## src/hdl/tcrb_pkg.sv

```systemverilog
// Package for the second general timer: register map, control bit
// positions, reset values and timing constants.
// Assumes a 32-bit AXI4-Lite register bus with word-aligned registers.
package tcrb_pkg;

  // ----------------------------------------------------------------------
  // Register byte addresses
  // ----------------------------------------------------------------------
  localparam logic [7:0] TCRB_OFF_CONTROL = 8'h00_c8;
  localparam logic [7:0] TCRB_OFF_COUNT = 8'h00_d0;
  localparam logic [7:0] TCRB_OFF_RELOAD = 8'h00_d4;
  localparam logic [7:0] TCRB_OFF_MODE = 8'h00_d8;
  localparam logic [7:0] TCRB_OFF_IRQ_STATUS = 8'h00_e0;
  localparam logic [7:0] TCRB_OFF_IRQ_MASK = 8'h00_e4;

  // ----------------------------------------------------------------------
  // Control register bit positions
  // ----------------------------------------------------------------------
  localparam int TCRB_BIT_OVF = 7;
  localparam int TCRB_BIT_EXF = 6;
  localparam int TCRB_BIT_RCLK = 5;
  localparam int TCRB_BIT_TX_CLOCK_SELECT = 4;
  localparam int TCRB_BIT_EXEN = 3;
  localparam int TCRB_BIT_RUN = 2;
  localparam int TCRB_BIT_CSRC = 1;
  localparam int TCRB_BIT_CPRL = 0;

  // Mode register: up/down enable, baud generator rx/tx selects
  localparam int TCRB_BIT_UPDOWN = 0;
  localparam int TCRB_BIT_BRG_RX = 1;
  localparam int TCRB_BIT_BRG_TX = 2;

  // Interrupt status bits
  localparam int TCRB_IRQ_OVF = 0;
  localparam int TCRB_IRQ_EXF = 1;
  localparam int TCRB_IRQ_CAP = 2;
  localparam int TCRB_IRQ_W = 3;

  // ----------------------------------------------------------------------
  // Reset values and bus answers
  // ----------------------------------------------------------------------
  localparam logic [7:0] TCRB_CONTROL_RST = 8'h00;
  localparam logic [15:0] TCRB_COUNT_RST = 16'h0000;
  localparam logic [15:0] TCRB_COUNT_MAX = 16'hffff;
  localparam logic [1:0] TCRB_RESP_OKAY = 2'b00;
  localparam logic [1:0] TCRB_RESP_SLVERR = 2'b10;

  // ----------------------------------------------------------------------
  // Timing
  // ----------------------------------------------------------------------
  localparam int TCRB_CLK_MHZ = 100;
  localparam int TCRB_PERIPH_NS = 20;
  localparam int TCRB_PERIPH_DIV =
    (TCRB_PERIPH_NS * TCRB_CLK_MHZ) / 1000;

endpackage

```

## src/hdl/tcrb_sync.sv

```systemverilog
// Two-flop synchroniser with falling edge detect on the second stage.
// Assumes the input is asynchronous to aclk.
`timescale 1ns/1ps
module tcrb_sync
(
  // Clock and reset
  input wire logic aclk,
  input wire logic aresetn,
  // Pin and result
  input wire logic pin_in,
  output logic level_out,
  output logic fall_out
);

  logic meta_ff;
  logic sync_ff;
  logic last_ff;

  // Reset high so a held-high pin gives no false edge
  always_ff @(posedge aclk)
  begin
    if (!aresetn)
    begin
      meta_ff <= 1'b1;
      sync_ff <= 1'b1;
      last_ff <= 1'b1;
    end
    else
    begin
      meta_ff <= pin_in;
      sync_ff <= meta_ff;
      last_ff <= sync_ff;
    end
  end

  assign level_out = sync_ff;
  assign fall_out = last_ff & ~sync_ff;

endmodule

```

## src/hdl/tcrb_prescale.sv

```systemverilog
// Peripheral clock tick generator for timer mode counting.
// Assumes a free running aclk; tick is one cycle wide.
`timescale 1ns/1ps
module tcrb_prescale
  import tcrb_pkg::*;
(
  // Clock and reset
  input wire logic aclk,
  input wire logic aresetn,
  // Tick out
  output logic tick
);

  logic [7:0] cnt_ff;
  logic [7:0] nxt_cnt;
  logic tick_ff;

  always_comb
  begin
    nxt_cnt = cnt_ff + 8'h01;
    if (cnt_ff == 8'(TCRB_PERIPH_DIV - 1))
      nxt_cnt = 8'h00;
  end

  always_ff @(posedge aclk)
  begin
    if (!aresetn)
    begin
      cnt_ff <= 8'h00;
      tick_ff <= 1'b0;
    end
    else
    begin
      cnt_ff <= nxt_cnt;
      tick_ff <= (cnt_ff == 8'(TCRB_PERIPH_DIV - 1));
    end
  end

  assign tick = tick_ff;

endmodule

```

## src/hdl/tcrb_timer.sv

```systemverilog
// Second general timer: run control, count source, capture/reload on
// the trigger pin, flags with interrupt, baud clock selection.
// Assumes AXI4-Lite master on aclk; pins asynchronous to aclk.
`timescale 1ns/1ps
// Operation
// - Overflow flag set only when no baud select
// - Enabled falling trigger edge sets event flag only when no baud select
// - Event flag interrupts; only software clears
// - Up/down mode blocks event flag interrupt
// - Receive select picks timer one or two
// - Transmit select picks timer one or two
// - Rx and tx sources chosen independently
// - Source select: peripheral clock or pin falls
// - Control resets zero; bits singly writable
module tcrb_timer
  import tcrb_pkg::*;
(
  // Clock and reset
  input wire logic aclk,
  input wire logic aresetn,
  // AXI4-Lite write address
  input wire logic [7:0] s_axi_awaddr,
  input wire logic s_axi_awvalid,
  output logic s_axi_awready,
  // AXI4-Lite write data
  input wire logic [31:0] s_axi_wdata,
  input wire logic [3:0] s_axi_wstrb,
  input wire logic s_axi_wvalid,
  output logic s_axi_wready,
  // AXI4-Lite write response
  output logic [1:0] s_axi_bresp,
  output logic s_axi_bvalid,
  input wire logic s_axi_bready,
  // AXI4-Lite read address
  input wire logic [7:0] s_axi_araddr,
  input wire logic s_axi_arvalid,
  output logic s_axi_arready,
  // AXI4-Lite read data
  output logic [31:0] s_axi_rdata,
  output logic [1:0] s_axi_rresp,
  output logic s_axi_rvalid,
  input wire logic s_axi_rready,
  // Pins
  input wire logic count_input_pin,
  input wire logic external_trigger_pin,
  // Timer one overflow pulse, same clock domain
  input wire logic timer_one_overflow,
  // Serial baud clocks and interrupt
  output logic rx_baud_tick,
  output logic tx_baud_tick,
  output logic timer_irq
);

  // ----------------------------------------------------------------------
  // Declarations
  // ----------------------------------------------------------------------
  logic [7:0] control_ff;
  logic [2:0] mode_ff;
  logic [15:0] count_ff;
  logic [15:0] reload_ff;
  logic [TCRB_IRQ_W-1:0] irq_status_ff;
  logic [TCRB_IRQ_W-1:0] irq_mask_ff;
  logic irq_ff;
  logic rx_baud_ff;
  logic tx_baud_ff;
  logic awready_ff;
  logic wready_ff;
  logic bvalid_ff;
  logic [1:0] bresp_ff;
  logic arready_ff;
  logic rvalid_ff;
  logic [1:0] rresp_ff;
  logic [31:0] rdata_ff;
  logic [7:0] awaddr_ff;
  logic aw_held_ff;
  logic [31:0] wdata_ff;
  logic [3:0] wstrb_ff;
  logic w_held_ff;
  logic [15:0] nxt_count;
  logic periph_tick;
  logic count_fall;
  logic trig_fall;
  logic count_level;
  logic trig_level;
  logic baud_mode;
  logic count_tick;
  logic overflow;
  logic trig_act;
  logic set_ovf;
  logic set_exf;
  logic do_write;
  logic do_read;
  logic [7:0] wr_addr;
  logic [7:0] ctl_wr;
  logic ctl_sel;
  logic stat_rd;

  // ----------------------------------------------------------------------
  // Submodules
  // ----------------------------------------------------------------------
  tcrb_prescale u_prescale
  (
    .aclk(aclk),
    .aresetn(aresetn),
    .tick(periph_tick)
  );

  tcrb_sync u_sync_count
  (
    .aclk(aclk),
    .aresetn(aresetn),
    .pin_in(count_input_pin),
    .level_out(count_level),
    .fall_out(count_fall)
  );

  tcrb_sync u_sync_trig
  (
    .aclk(aclk),
    .aresetn(aresetn),
    .pin_in(external_trigger_pin),
    .level_out(trig_level),
    .fall_out(trig_fall)
  );

  // ----------------------------------------------------------------------
  // Counting
  // ----------------------------------------------------------------------
  assign baud_mode = control_ff[TCRB_BIT_RCLK] | control_ff[TCRB_BIT_TX_CLOCK_SELECT];
  assign count_tick = control_ff[TCRB_BIT_RUN] &
    (control_ff[TCRB_BIT_CSRC] ? count_fall : periph_tick);
  assign overflow = count_tick & (count_ff == TCRB_COUNT_MAX);
  // Trigger ignored when disabled or clocking the serial port
  assign trig_act = trig_fall & control_ff[TCRB_BIT_EXEN] &
    ~baud_mode;
  assign set_ovf = overflow & ~baud_mode;
  assign set_exf = trig_act;

  always_comb
  begin
    nxt_count = count_ff;
    if (count_tick)
      nxt_count = count_ff + 16'h0001;
    if (overflow)
      nxt_count = reload_ff;
    else if (trig_act && !control_ff[TCRB_BIT_CPRL])
      nxt_count = reload_ff;
  end

  always_ff @(posedge aclk)
  begin
    if (!aresetn)
      count_ff <= TCRB_COUNT_RST;
    else if (do_write && wr_addr == TCRB_OFF_COUNT)
      count_ff <= wdata_ff[15:0];
    else
      count_ff <= nxt_count;
  end

  // Capture overwrites the reload word, as the hardware shares it
  always_ff @(posedge aclk)
  begin
    if (!aresetn)
      reload_ff <= TCRB_COUNT_RST;
    else if (trig_act && control_ff[TCRB_BIT_CPRL])
      reload_ff <= count_ff;
    else if (do_write && wr_addr == TCRB_OFF_RELOAD)
      reload_ff <= wdata_ff[15:0];
  end

  // ----------------------------------------------------------------------
  // Control register
  // ----------------------------------------------------------------------
  assign ctl_sel = do_write && wr_addr == TCRB_OFF_CONTROL && wstrb_ff[0];
  assign ctl_wr = wdata_ff[7:0];

  // Byte write updates each bit alone; flags: set wins over clear
  always_ff @(posedge aclk)
  begin
    if (!aresetn)
      control_ff <= TCRB_CONTROL_RST;
    else
    begin
      if (ctl_sel)
        control_ff[5:0] <= ctl_wr[5:0];
      control_ff[TCRB_BIT_OVF] <= set_ovf |
        (ctl_sel ? ctl_wr[TCRB_BIT_OVF] : control_ff[TCRB_BIT_OVF]);
      control_ff[TCRB_BIT_EXF] <= set_exf |
        (ctl_sel ? ctl_wr[TCRB_BIT_EXF] : control_ff[TCRB_BIT_EXF]);
    end
  end

  always_ff @(posedge aclk)
  begin
    if (!aresetn)
      mode_ff <= 3'b000;
    else if (do_write && wr_addr == TCRB_OFF_MODE && wstrb_ff[0])
      mode_ff <= wdata_ff[2:0];
  end

  // ----------------------------------------------------------------------
  // Baud clocks
  // ----------------------------------------------------------------------
  always_ff @(posedge aclk)
  begin
    if (!aresetn)
    begin
      rx_baud_ff <= 1'b0;
      tx_baud_ff <= 1'b0;
    end
    else
    begin
      // Independent rx and tx choices
      rx_baud_ff <= mode_ff[TCRB_BIT_BRG_RX] ? 1'b0 :
        (control_ff[TCRB_BIT_RCLK] ? overflow : timer_one_overflow);
      tx_baud_ff <= mode_ff[TCRB_BIT_BRG_TX] ? 1'b0 :
        (control_ff[TCRB_BIT_TX_CLOCK_SELECT] ? overflow : timer_one_overflow);
    end
  end

  // ----------------------------------------------------------------------
  // Interrupts
  // ----------------------------------------------------------------------
  assign stat_rd = do_read && s_axi_araddr == TCRB_OFF_IRQ_STATUS;

  always_ff @(posedge aclk)
  begin
    if (!aresetn)
      irq_status_ff <= '0;
    else
    begin
      irq_status_ff[TCRB_IRQ_OVF] <= set_ovf |
        (irq_status_ff[TCRB_IRQ_OVF] & ~stat_rd);
      irq_status_ff[TCRB_IRQ_EXF] <= (set_exf & ~mode_ff[TCRB_BIT_UPDOWN]) |
        (irq_status_ff[TCRB_IRQ_EXF] & ~stat_rd);
      irq_status_ff[TCRB_IRQ_CAP] <= (trig_act & control_ff[TCRB_BIT_CPRL]) |
        (irq_status_ff[TCRB_IRQ_CAP] & ~stat_rd);
    end
  end

  always_ff @(posedge aclk)
  begin
    if (!aresetn)
      irq_mask_ff <= '0;
    else if (do_write && wr_addr == TCRB_OFF_IRQ_MASK && wstrb_ff[0])
      irq_mask_ff <= wdata_ff[TCRB_IRQ_W-1:0];
  end

  // Level stays high while a mask-enabled control flag stands (event flag: not in up/down mode), as on the core
  always_ff @(posedge aclk)
  begin
    if (!aresetn)
      irq_ff <= 1'b0;
    else
      irq_ff <= |(irq_status_ff & irq_mask_ff) |
        (irq_mask_ff[TCRB_IRQ_OVF] & control_ff[TCRB_BIT_OVF]) |
        (irq_mask_ff[TCRB_IRQ_EXF] & control_ff[TCRB_BIT_EXF] &
         ~mode_ff[TCRB_BIT_UPDOWN]);
  end

  // ----------------------------------------------------------------------
  // AXI4-Lite write path
  // ----------------------------------------------------------------------
  assign do_write = aw_held_ff & w_held_ff & ~bvalid_ff;
  assign wr_addr = awaddr_ff;

  always_ff @(posedge aclk)
  begin
    if (!aresetn)
    begin
      aw_held_ff <= 1'b0;
      awaddr_ff <= 8'h00;
    end
    else if (s_axi_awvalid && awready_ff)
    begin
      aw_held_ff <= 1'b1;
      awaddr_ff <= s_axi_awaddr;
    end
    else if (do_write)
      aw_held_ff <= 1'b0;
  end

  always_ff @(posedge aclk)
  begin
    if (!aresetn)
    begin
      w_held_ff <= 1'b0;
      wdata_ff <= 32'h0000_0000;
      wstrb_ff <= 4'h0;
    end
    else if (s_axi_wvalid && wready_ff)
    begin
      w_held_ff <= 1'b1;
      wdata_ff <= s_axi_wdata;
      wstrb_ff <= s_axi_wstrb;
    end
    else if (do_write)
      w_held_ff <= 1'b0;
  end

  always_ff @(posedge aclk)
  begin
    if (!aresetn)
    begin
      awready_ff <= 1'b0;
      wready_ff <= 1'b0;
    end
    else
    begin
      awready_ff <= ~aw_held_ff & ~(s_axi_awvalid & awready_ff) & ~bvalid_ff;
      wready_ff <= ~w_held_ff & ~(s_axi_wvalid & wready_ff) & ~bvalid_ff;
    end
  end

  always_ff @(posedge aclk)
  begin
    if (!aresetn)
    begin
      bvalid_ff <= 1'b0;
      bresp_ff <= TCRB_RESP_OKAY;
    end
    else if (do_write)
    begin
      bvalid_ff <= 1'b1;
      case (wr_addr)
        TCRB_OFF_CONTROL, TCRB_OFF_COUNT, TCRB_OFF_RELOAD, TCRB_OFF_MODE,
        TCRB_OFF_IRQ_STATUS, TCRB_OFF_IRQ_MASK:
          bresp_ff <= TCRB_RESP_OKAY;
        default:
          bresp_ff <= TCRB_RESP_SLVERR;
      endcase
    end
    else if (s_axi_bready)
      bvalid_ff <= 1'b0;
  end

  // ----------------------------------------------------------------------
  // AXI4-Lite read path
  // ----------------------------------------------------------------------
  assign do_read = s_axi_arvalid & arready_ff;

  always_ff @(posedge aclk)
  begin
    if (!aresetn)
      arready_ff <= 1'b0;
    else
      arready_ff <= ~rvalid_ff & ~do_read;
  end

  always_ff @(posedge aclk)
  begin
    if (!aresetn)
    begin
      rvalid_ff <= 1'b0;
      rdata_ff <= 32'h0000_0000;
      rresp_ff <= TCRB_RESP_OKAY;
    end
    else if (do_read)
    begin
      rvalid_ff <= 1'b1;
      rresp_ff <= TCRB_RESP_OKAY;
      case (s_axi_araddr)
        TCRB_OFF_CONTROL: rdata_ff <= {24'h00_0000, control_ff};
        TCRB_OFF_COUNT: rdata_ff <= {16'h0000, count_ff};
        TCRB_OFF_RELOAD: rdata_ff <= {16'h0000, reload_ff};
        TCRB_OFF_MODE: rdata_ff <= {27'h000_0000, trig_level, count_level,
                                    mode_ff};
        TCRB_OFF_IRQ_STATUS: rdata_ff <= {29'h0000_0000, irq_status_ff};
        TCRB_OFF_IRQ_MASK: rdata_ff <= {29'h0000_0000, irq_mask_ff};
        default:
        begin
          rdata_ff <= 32'h0000_0000;
          rresp_ff <= TCRB_RESP_SLVERR;
        end
      endcase
    end
    else if (s_axi_rready)
      rvalid_ff <= 1'b0;
  end

  // ----------------------------------------------------------------------
  // Outputs
  // ----------------------------------------------------------------------
  assign s_axi_awready = awready_ff;
  assign s_axi_wready = wready_ff;
  assign s_axi_bvalid = bvalid_ff;
  assign s_axi_bresp = bresp_ff;
  assign s_axi_arready = arready_ff;
  assign s_axi_rvalid = rvalid_ff;
  assign s_axi_rresp = rresp_ff;
  assign s_axi_rdata = rdata_ff;
  assign rx_baud_tick = rx_baud_ff;
  assign tx_baud_tick = tx_baud_ff;
  assign timer_irq = irq_ff;

endmodule

```

## config.mk

```make
export PLATFORM = sky130hd
export DESIGN_NAME = tcrb_timer
export DESIGN_NICKNAME = d
export VERILOG_FILES = /design/src/hdl/tcrb_pkg.sv /design/src/hdl/tcrb_sync.sv /design/src/hdl/tcrb_prescale.sv /design/src/hdl/tcrb_timer.sv
export SDC_FILE = /design/constraint.sdc
export NUM_CORES = 1
export LEC_CHECK = 0
export BUFFER_PORTS_ARGS = -buffer_cell sky130_fd_sc_hd__buf_2
export CAP_MARGIN = 20
export CORE_MARGIN = 4
export CORE_UTILIZATION = 30
export CTS_CLUSTER_DIAMETER = 30
export DETAILED_ROUTE_END_ITERATION = 10
export PLACE_DENSITY = 0.52
export REMOVE_ABC_BUFFERS = 1
export SYNTH_ARGS = -nofsm -noshare
export SYNTH_HDL_FRONTEND = slang
export SYNTH_SLANG_ARGS = --single-unit
```

## constraint.sdc

```tcl
create_clock -name aclk -period 4.75 [get_ports aclk]
set_input_delay 0.475 -clock aclk [delete_from_list [all_inputs] [get_ports aclk]]
set_output_delay 0.475 -clock aclk [all_outputs]
set_load 0.1 [all_outputs]
```

Word-level counts from Yosys, hierarchy flattened
Cells that the tools add are included.
{"block": "op_classes", "add_sub_neg": 2, "eq_ne": 14, "muxes": 21, "bitwise_logic": 47, "n_reduce_logical": 26}
{"cell": "equality test 8 bit (second input constant)", "count": 12}
{"cell": "two-way mux 16 bit", "count": 6}
{"cell": "case mux 16 bit (6 select lines)", "count": 1}
{"cell": "AND 1 bit", "count": 25}
{"cell": "adder 16 x 1 -> 16 bit (second input constant)", "count": 1}
{"cell": "equality test 16 bit (second input constant)", "count": 1}
{"cell": "logical AND 1 bit", "count": 13}
{"cell": "NOT 1 bit", "count": 13}
{"cell": "two-way mux 1 bit", "count": 12}
{"cell": "OR reduction 6 bit", "count": 2}
{"cell": "nonzero test 2 bit", "count": 5}
{"cell": "adder 8 x 1 -> 8 bit (second input constant)", "count": 1}
{"cell": "equality test 8 x 1 -> 1 bit (second input constant)", "count": 1}
{"cell": "bitwise OR 1 bit", "count": 8}
{"cell": "OR reduction 2 bit", "count": 3}
{"cell": "two-way mux 2 bit", "count": 2}
{"cell": "nonzero test 4 bit", "count": 1}
{"cell": "AND 3 bit", "count": 1}
{"cell": "OR reduction 3 bit", "count": 1}
{"cell": "zero test 1 bit", "count": 1}
{"block": "totals", "regBits": 135, "input_bits": 62, "out_inout_bits": 44, "wordCells": 141}

Longest topological paths before layout
Gate-level depths: netlist of the first run.
{"block": "depth", "depth_word": 8, "mapped_depth": 8, "ltp_nobuf": 6}

Modules after synthesis
From an unflattened synthesis of the first run, not the netlist that was laid out.
{"block": "unflattened", "cells_unflattened": 676, "area_unflattened_um2": 5582.9}
{"mod": "tcrb_timer", "n_inst": 1, "cells_per_inst": 622, "area_each_um2": 5036.1, "seq_area_each_um2": 2042.0}
{"mod": "tcrb_prescale", "n_inst": 1, "cells_per_inst": 40, "area_each_um2": 376.6, "seq_area_each_um2": 180.2}
{"mod": "tcrb_sync", "n_inst": 2, "cells_per_inst": 7, "area_each_um2": 85.1, "seq_area_each_um2": 60.1}

Least setup slack after synthesis of the first run
No wires, ideal clock.
{"block": "synth_timing", "path_kind": "reg2reg", "startpoint": "register bvalid_ff, in the netlist s_axi_bvalid", "endpoint": "register count_ff[10]", "setup_ns": 0.132, "arrival_time_ns": 2.141, "required_time_ns": 4.618, "slack_ns": 2.477, "stages_incl_launch_ff": 6, "n_path_buf": 1, "period_less_slack_ns": 2.273, "cell_sequence": "dfxtp_1 -> and3b_1 -> nand4b_1 -> a21boi_0 -> clkbuf_1 -> a21oi_1"}
{"block": "synth_between", "elab_chain_cells": 4, "elab_cells_between_ends": 5, "cone_classes": "1 x mux; 2 x bitwise; 2 x reduce/logical"}
{"element": "start: declaration", "line_no": "tcrb_timer.sv:68", "text": "logic bvalid_ff;"}
{"element": "start signal: assignment", "line_no": "tcrb_timer.sv:319", "text": "bvalid_ff <= 1'b0;"}
{"element": "start signal: assignment", "line_no": "tcrb_timer.sv:324", "text": "bvalid_ff <= 1'b1;"}
{"element": "start signal: assignment", "line_no": "tcrb_timer.sv:334", "text": "bvalid_ff <= 1'b0;"}
{"element": "NOT 1 bit (*)", "line_no": "tcrb_timer.sv:264", "text": "assign do_write = aw_held_ff & w_held_ff & ~bvalid_ff;"}
{"element": "AND 1 bit (*)", "line_no": "tcrb_timer.sv:264"}
{"element": "logical AND 1 bit (*)", "line_no": "tcrb_timer.sv:154", "text": "else if (do_write && wr_addr == TCRB_OFF_COUNT)"}
{"element": "nonzero test 4 bit (no line) / two-way mux 16 bit (equally long branches)"}
{"element": "end signal: assignment", "line_no": "tcrb_timer.sv:155", "text": "count_ff <= wdata_ff[15:0];"}
{"element": "end signal: assignment", "line_no": "tcrb_timer.sv:157", "text": "count_ff <= nxt_count;"}
{"element": "end: declaration", "line_no": "tcrb_timer.sv:59", "text": "logic [15:0] count_ff;"}
Mark *: on every way between the ends. The rest lies on a longest branch, timed or not.
A chain may end at the register's enable or synchronous reset.

Worst setup path after layout of the first run
{"block": "layout_timing", "startpoint": "register bvalid_ff, in the netlist s_axi_bvalid", "endpoint": "register count_ff[12]"}
Same word-level chain as after synthesis.

==> results of run 1 <==
power by group through the flow:
| stage | Clock (W) | Combinational [W] | Sequential (W) |
|---|---|---|---|
| 2_1_floorplan | 0 | 0.000123 | 0.00109 |
| 3_3_place_gp | 0 | 0.000224 | 0.00105 |
| 3_5_place_dp | 0 | 0.000227 | 0.00105 |
| 4_1_cts | 0.00140 | 0.000228 | 0.00103 |
| 5_1_grt | 0.00144 | 0.000243 | 0.00103 |
| 6_report | 0.00136 | 0.000226 | 0.00103 |
registers in the layout, summed over array words and instances, names as in the netlist, 3 cells and up:
signal             flops
count_ff              16
reload_ff             16
s_axi_rdata           16
wdata_ff              16
awaddr_ff              8
control_ff             8
u_prescale.cnt_ff      8
irq_mask_ff            3
irq_status_ff          3
mode_ff                3
cell usage after synthesis (4+ instances only):
library cell  count  area, um^2
a211oi_1         16         120
a21oi_1          59         295
buf_2             8        40.0
mux2i_1          50         500
o31ai_1           7        52.6
nor2_1           62         233
nor3_1           17        85.1
nand3_1          19        95.1
xnor2_1           8        70.1
nand2b_1         12        75.1
inv_1            12        45.0
nand2_1          83         312
dfxtp_1         117        2340
clkbuf_1         19        71.3
o21ai_0          24         120
and2_1            5        31.3
xor2_1           11        96.3
and3_1            4        25.0
buf_4            18         135
mux2_2            4        45.0
o221ai_1         11        96.3
metrics by stage:
stage | util (%) | power [W]
after global placement | 33.5 | 0.00127
final | 37.2 | 0.00262
after global routing | 37.2 | 0.00271
after detailed placement | 33.5 | 0.00128
after floorplan | - | 0.00121
after CTS | 37.1 | 0.00265
worst paths after layout:
| check | startpoint | endpoint | slack (ps) |
|---|---|---|---|
| hold reg to reg | u_sync_trig.meta_ff | u_sync_trig.level_out | 400 |
| setup reg to reg | s_axi_bvalid | count_ff[12] | 1910 |
| setup / recovery | s_axi_bvalid | count_ff[12] | 1910 |
| hold / removal | external_trigger_pin | u_sync_trig.meta_ff | 250 |
per-layer routing:
metal	global-route usage (%)	share of wire, %
met5	0	0
met4	5.75	1.4
met3	3.43	4.3
met2	24.0	47
met1	18.8	47
cell families after synthesis:
kind of cell | synth area share [%]
DFF | 43.3
and+or+nand+nor | 21.0
adders and majority gates | 0.693
other | 0.0692
xor gates and xnor gates | 3.07
buffers and inverters | 6.05
AOI/OAI and AO/OA | 15.8
muxes | 10.1
layout make-up:
type                    instances  area (um^2)  share of cell area, %
well taps                     225          282                   4.33
inverters                      13         48.8                  0.750
flip-flops and latches        117         2340                   36.0
multi-input cells             466         2810                   43.2
clock inverters                 9          148                   2.27
repair buffers                 74          385                   5.92
clock buffers                  23          488                   7.50
placed cells by master (no fill, tap or decap), drive strengths merged, types with 3 or more instances in the layout:
cell    count
xor2       11
xnor2       8
nand4       3
inv        13
mux2i      50
nand2b     12
nor2       62
nor3       17
a22oi       3
o22ai       3
a211oi     16
and3        4
buf        74
nor4        3
o221ai     11
o21bai      3
conb       18
nand4b      3
clkbuf     23
mux2        4
o21ai      26
bufinv      4
and4b       3
o31ai       7
clkinv      4
a21oi      59
dfxtp     117
nand2      83
and2        5
ha          3
nand3      20
==> flow_metrics.py, run 1 <==
metrics = {
    "outcome": {
        "status": "finished, final reports clean",
    },
    "logic_synthesis": {
        "ys_warn_count": 0,
        "ys_seq_area_share_pct": 43.3,
        "syn-mean-instance-area_um2": 8.60,
        "synth_edf_count": 0,
        "synth.distinct_cells": 61,
        "syn-cell-area_um2": 5420,
        "synth_seq_cells": 117,
        "synth-main-ff-cell": "dfxtp_1",
        "async_flop_share_pct": 0,
        "synthCells": 630,
    },
    "worst_setup_path": {
        "critPathMaxStageDelay_ps": 890,
        "reg2reg_depth": 5,
        "path_delay_family": "simple AND/OR/NAND/NOR gates",
        "arrival_ps": 3130,
        "slowest_stage": "nand3_1",
        "critPathCaptureType": "flop",
        "path_class": "reg -> reg",
        "crit_chain": "and3b_1 -> nand4b_1 -> nand3_1 -> o2bb2ai_1 -> o31a_1",
        "startpoint_type": "flop",
        "worst-path-stages": 5,
        "critPathMaxFanout": 16,
        "cp.required_ps": 5050,
        "cp.buffers_inverters": 0,
    },
    "timing": {
        "period_share_pct": 59.7,
        "drv_slew": 0,
        "tns_ps": 0,
        "max-slew-margin-rel_pct": 38.3,
        "hold_viol_final": 0,
        "setup_violations": 0,
        "finalClockSkew_ps": 6.48,
        "setup_ws_ps": 1910,
        "fin_crit_ps": 2840,
        "rsz0062_at_grt": "false",
        "worstMarginPinSlew_ps": 922,
        "whs_ps": 248,
        "max_freq_ghz": 0.352,
    },
    "clock_network": {
        "root_buffer": "clkbuf_16",
        "cts_tree": "yes",
        "insertion_delay_ps": 410,
        "cts_htree_levels": 4,
        "cts_resized": 0,
        "clockBufferDepth": 2,
        "clkSinkCount": 117,
        "cts.hold.buffers_added": 0,
        "numCtsBuffers": 17,
        "cts_setup_buffers": 0,
        "clk_pin_slew_ps": 50,
    },
    "placed_design": {
        "port_buffers": 68,
        "gp_congestion": 0.853,
        "dpl_worst_slack_ps": 1950,
        "place_inst": 893,
        "dp_hpwl_mm": 10.0,
        "placed_area_um2": 5860,
    },
    "pwr": {
        "intPower_w": 0.00198,
        "seq_power_share_pct": 39.3,
        "pwr-share-clk_pct": 52.1,
        "p_sw_share_pct": 24.3,
        "ir_worst_vdd_uv": 253,
        "switchingPower_w": 0.000635,
        "p_comb_share_pct": 8.6,
        "leakagePower_nw": 2.69,
        "power_density_nw_per_um2": 402,
    },
    "floorplanning": {
        "dieArea_um2": 20300,
        "start_util_pct": 31.0,
        "core_area_um2": 17500,
        "die_h_um": 142,
        "num_rows": 48,
        "die_w_um": 142,
        "io_pins": 106,
    },
    "detailed_routing": {
        "num_vias": 4564,
        "routed_via_density": 4.92,
        "drt_first_pass_iters": 4,
        "finalWirelength_mm": 14.5,
        "drtIter0Drc": 280,
        "antenna_left": 0,
        "wl_per_cell_um": 15.6,
        "drcViolationCount": 0,
    },
    "global_route": {
        "grt_pass1_vias": 4553,
        "grt_max_degree": 71,
        "track_usage_pct": 14.7,
        "grt_pass1_wl_mm": 23.5,
        "antenna_found_initial": 0,
        "gr-total-overflow": 0,
    },
    "cells_and_area": {
        "final_cells": 927,
        "layout-drive-gt1-share_pct": 16.8,
        "final.fill_count": 1824,
        "nNetsFinal": 754,
        "syn2layout_area_growth_pct": 20.1,
        "design_area_um2": 6510,
        "antenna_cells": 0,
    },
    "min_path": {
        "hold_depth": 2,
        "min_path_type": "in -> reg",
    },
    "run": {
        "maxCapViolations": 0,
    },
}
(Power assumes the default switching activity.)
==> run 2, diff against run 1 <==
==> constraint.sdc (replaced) <==
create_clock -name aclk -period 2.65 [get_ports aclk]
set_input_delay 0.265 -clock aclk [delete_from_list [all_inputs] [get_ports aclk]]
set_output_delay 0.265 -clock aclk [all_outputs]
set_load 0.1 [all_outputs]
==> flow_metrics.py, run 2 (same netlist as run 1, synthesis figures left out) <==
metrics = {
    "cells_and_area": {
        "antenna_cells": 0,
        "nNetsFinal": 759,
        "syn2layout_area_growth_pct": 21.1,
        "fin_util_pct": 37.5,
        "layout-drive-gt1-share_pct": 17.3,
        "final_common_cell": "dfxtp_1",
        "final_cell_mix": "dfxtp_1, nand2_1, buf_2",
        "final_cells": 932,
    },
    "detailed_routing": {
        "drt_first_pass_iters": 5,
        "finalWirelength_mm": 14.5,
        "num_vias": 4603,
        "antenna_left": 0,
        "wl_per_cell_um": 15.6,
        "routed_via_density": 4.94,
        "drtIter0Drc": 277,
        "drcViolationCount": 0,
    },
    "global_route": {
        "use_met3_pct": 4.23,
        "grt_pass1_vias": 4599,
        "gr-total-overflow": 0,
        "track_usage_pct": 14.8,
        "grt_use_met2_pct": 24.0,
        "antenna_found_initial": 0,
        "grt_pass1_wl_mm": 23.6,
        "grt_max_degree": 70,
        "grtUsageMet1_pct": 18.8,
        "gr-max-usage-layer": "met2",
    },
    "worst_setup_path": {
        "cp.required_ps": 2990,
        "path_class": "reg -> reg",
        "critPathMaxFanout": 10,
        "arrival_ps": 2590,
        "startpoint_type": "flop",
        "critPathCaptureType": "flop",
    },
    "clock_network": {
        "clk_pin_slew_ps": 50,
        "cts_setup_buffers": 0,
        "numCtsBuffers": 17,
        "clkSinkCount": 117,
        "insertion_delay_ps": 420,
        "clockBufferDepth": 2,
        "cts_tree": "yes",
        "cts.hold.buffers_added": 0,
        "cts_htree_levels": 4,
        "root_buffer": "clkbuf_16",
        "cts_resized": 0,
    },
    "timing": {
        "period_share_pct": 84.9,
        "max-slew-margin-rel_pct": 37.0,
        "rsz0062_at_grt": "false",
        "worstMarginPinSlew_ps": 942,
        "fin_crit_ps": 2250,
        "setup_violations": 0,
        "finalClockSkew_ps": 8.93,
        "hold_viol_final": 0,
        "max_freq_ghz": 0.444,
        "drv_slew": 0,
        "whs_ps": 32.0,
    },
    "pwr": {
        "switchingPower_w": 0.00116,
        "p_comb_share_pct": 8.5,
        "ir_worst_vdd_uv": 487,
        "power_density_nw_per_um2": 730,
        "intPower_w": 0.00363,
        "p_sw_share_pct": 24.2,
        "seq_power_share_pct": 38.6,
        "leakagePower_nw": 2.72,
        "total_power_w": 0.00478,
        "pwr-share-clk_pct": 53.0,
    },
    "placed_design": {
        "dp_hpwl_mm": 10.3,
        "place_inst": 900,
        "port_buffers": 68,
        "gp_congestion": 0.842,
    },
    "floorplanning": {
        "io_pins": 106,
        "dieArea_um2": 20300,
        "die_h_um": 142,
        "die_w_um": 142,
        "num_rows": 48,
        "start_util_pct": 31.0,
        "core_area_um2": 17500,
    },
    "min_path": {
        "min_path_type": "in -> reg",
    },
    "run": {
        "maxCapViolations": 0,
    },
    "outcome": {
        "status": "finished, final reports clean",
    },
}
[run 2: cell types whose count changed in the layout (fill, tap and decap cells not counted), sizes merged]
cell	change
buf	+5
bufinv	+1
clkinv	-1
[run 2: path summary, 6_finish.rpt]
path                            endpoint                  from  slack, ps  cells past startpoint
setup / recovery            count_ff[11]           count_ff[1]        400                      7
hold / removal      u_sync_count.meta_ff       count_input_pin         30                      2
setup reg to reg            count_ff[11]           count_ff[1]        400                      7
hold reg to reg   u_sync_count.level_out  u_sync_count.meta_ff        400                      1
[run 2: stage by stage]
step           TNS [ps]  cell area (um^2)  setup WS, ps
6_report              0              6560           399
5_1_grt               0              6560           189
4_1_cts               0              6560           387
3_5_place_dp          0              5910           406
3_3_place_gp          0              5910           440
2_1_floorplan     -2420              5200          -208
[run 2: cell type report]
cell class / instances / area [um^2]
clock buffers: 23 / 478
clock inverters: 9 / 173
fillers: 1761 / 10900
inverters: 13 / 48.8
multi-input cells: 466 / 2810
flip-flops and latches: 117 / 2340
well taps: 225 / 282
repair buffers: 79 / 423
[run 2: power groups by stage]
stage / combinational (W) / sequential, W / clock (W)
5_1_grt: 0.000435 / 0.00185 / 0.00267
3_5_place_dp: 0.000408 / 0.00188 / 0
4_1_cts: 0.000409 / 0.00184 / 0.00259
3_3_place_gp: 0.000406 / 0.00188 / 0
6_report: 0.000405 / 0.00184 / 0.00253
2_1_floorplan: 0.000220 / 0.00195 / 0
[run 2: per-layer routing]
metal  vias to the layer above  share of wire (%)
li1                       2324                  -
met1                      2147                 46
met2                       120                 47
met3                        12                5.3
met4                         0                1.2
met5                         -                  0
[run 2: worst max-delay path: stages, from the launching register on]
cell	delay [ps]
dfxtp_1	440
ha_1	250
nand2_1	160
nor4_4	430
a21boi_1	290
buf_4	250
and3_1	160
o31ai_1	200
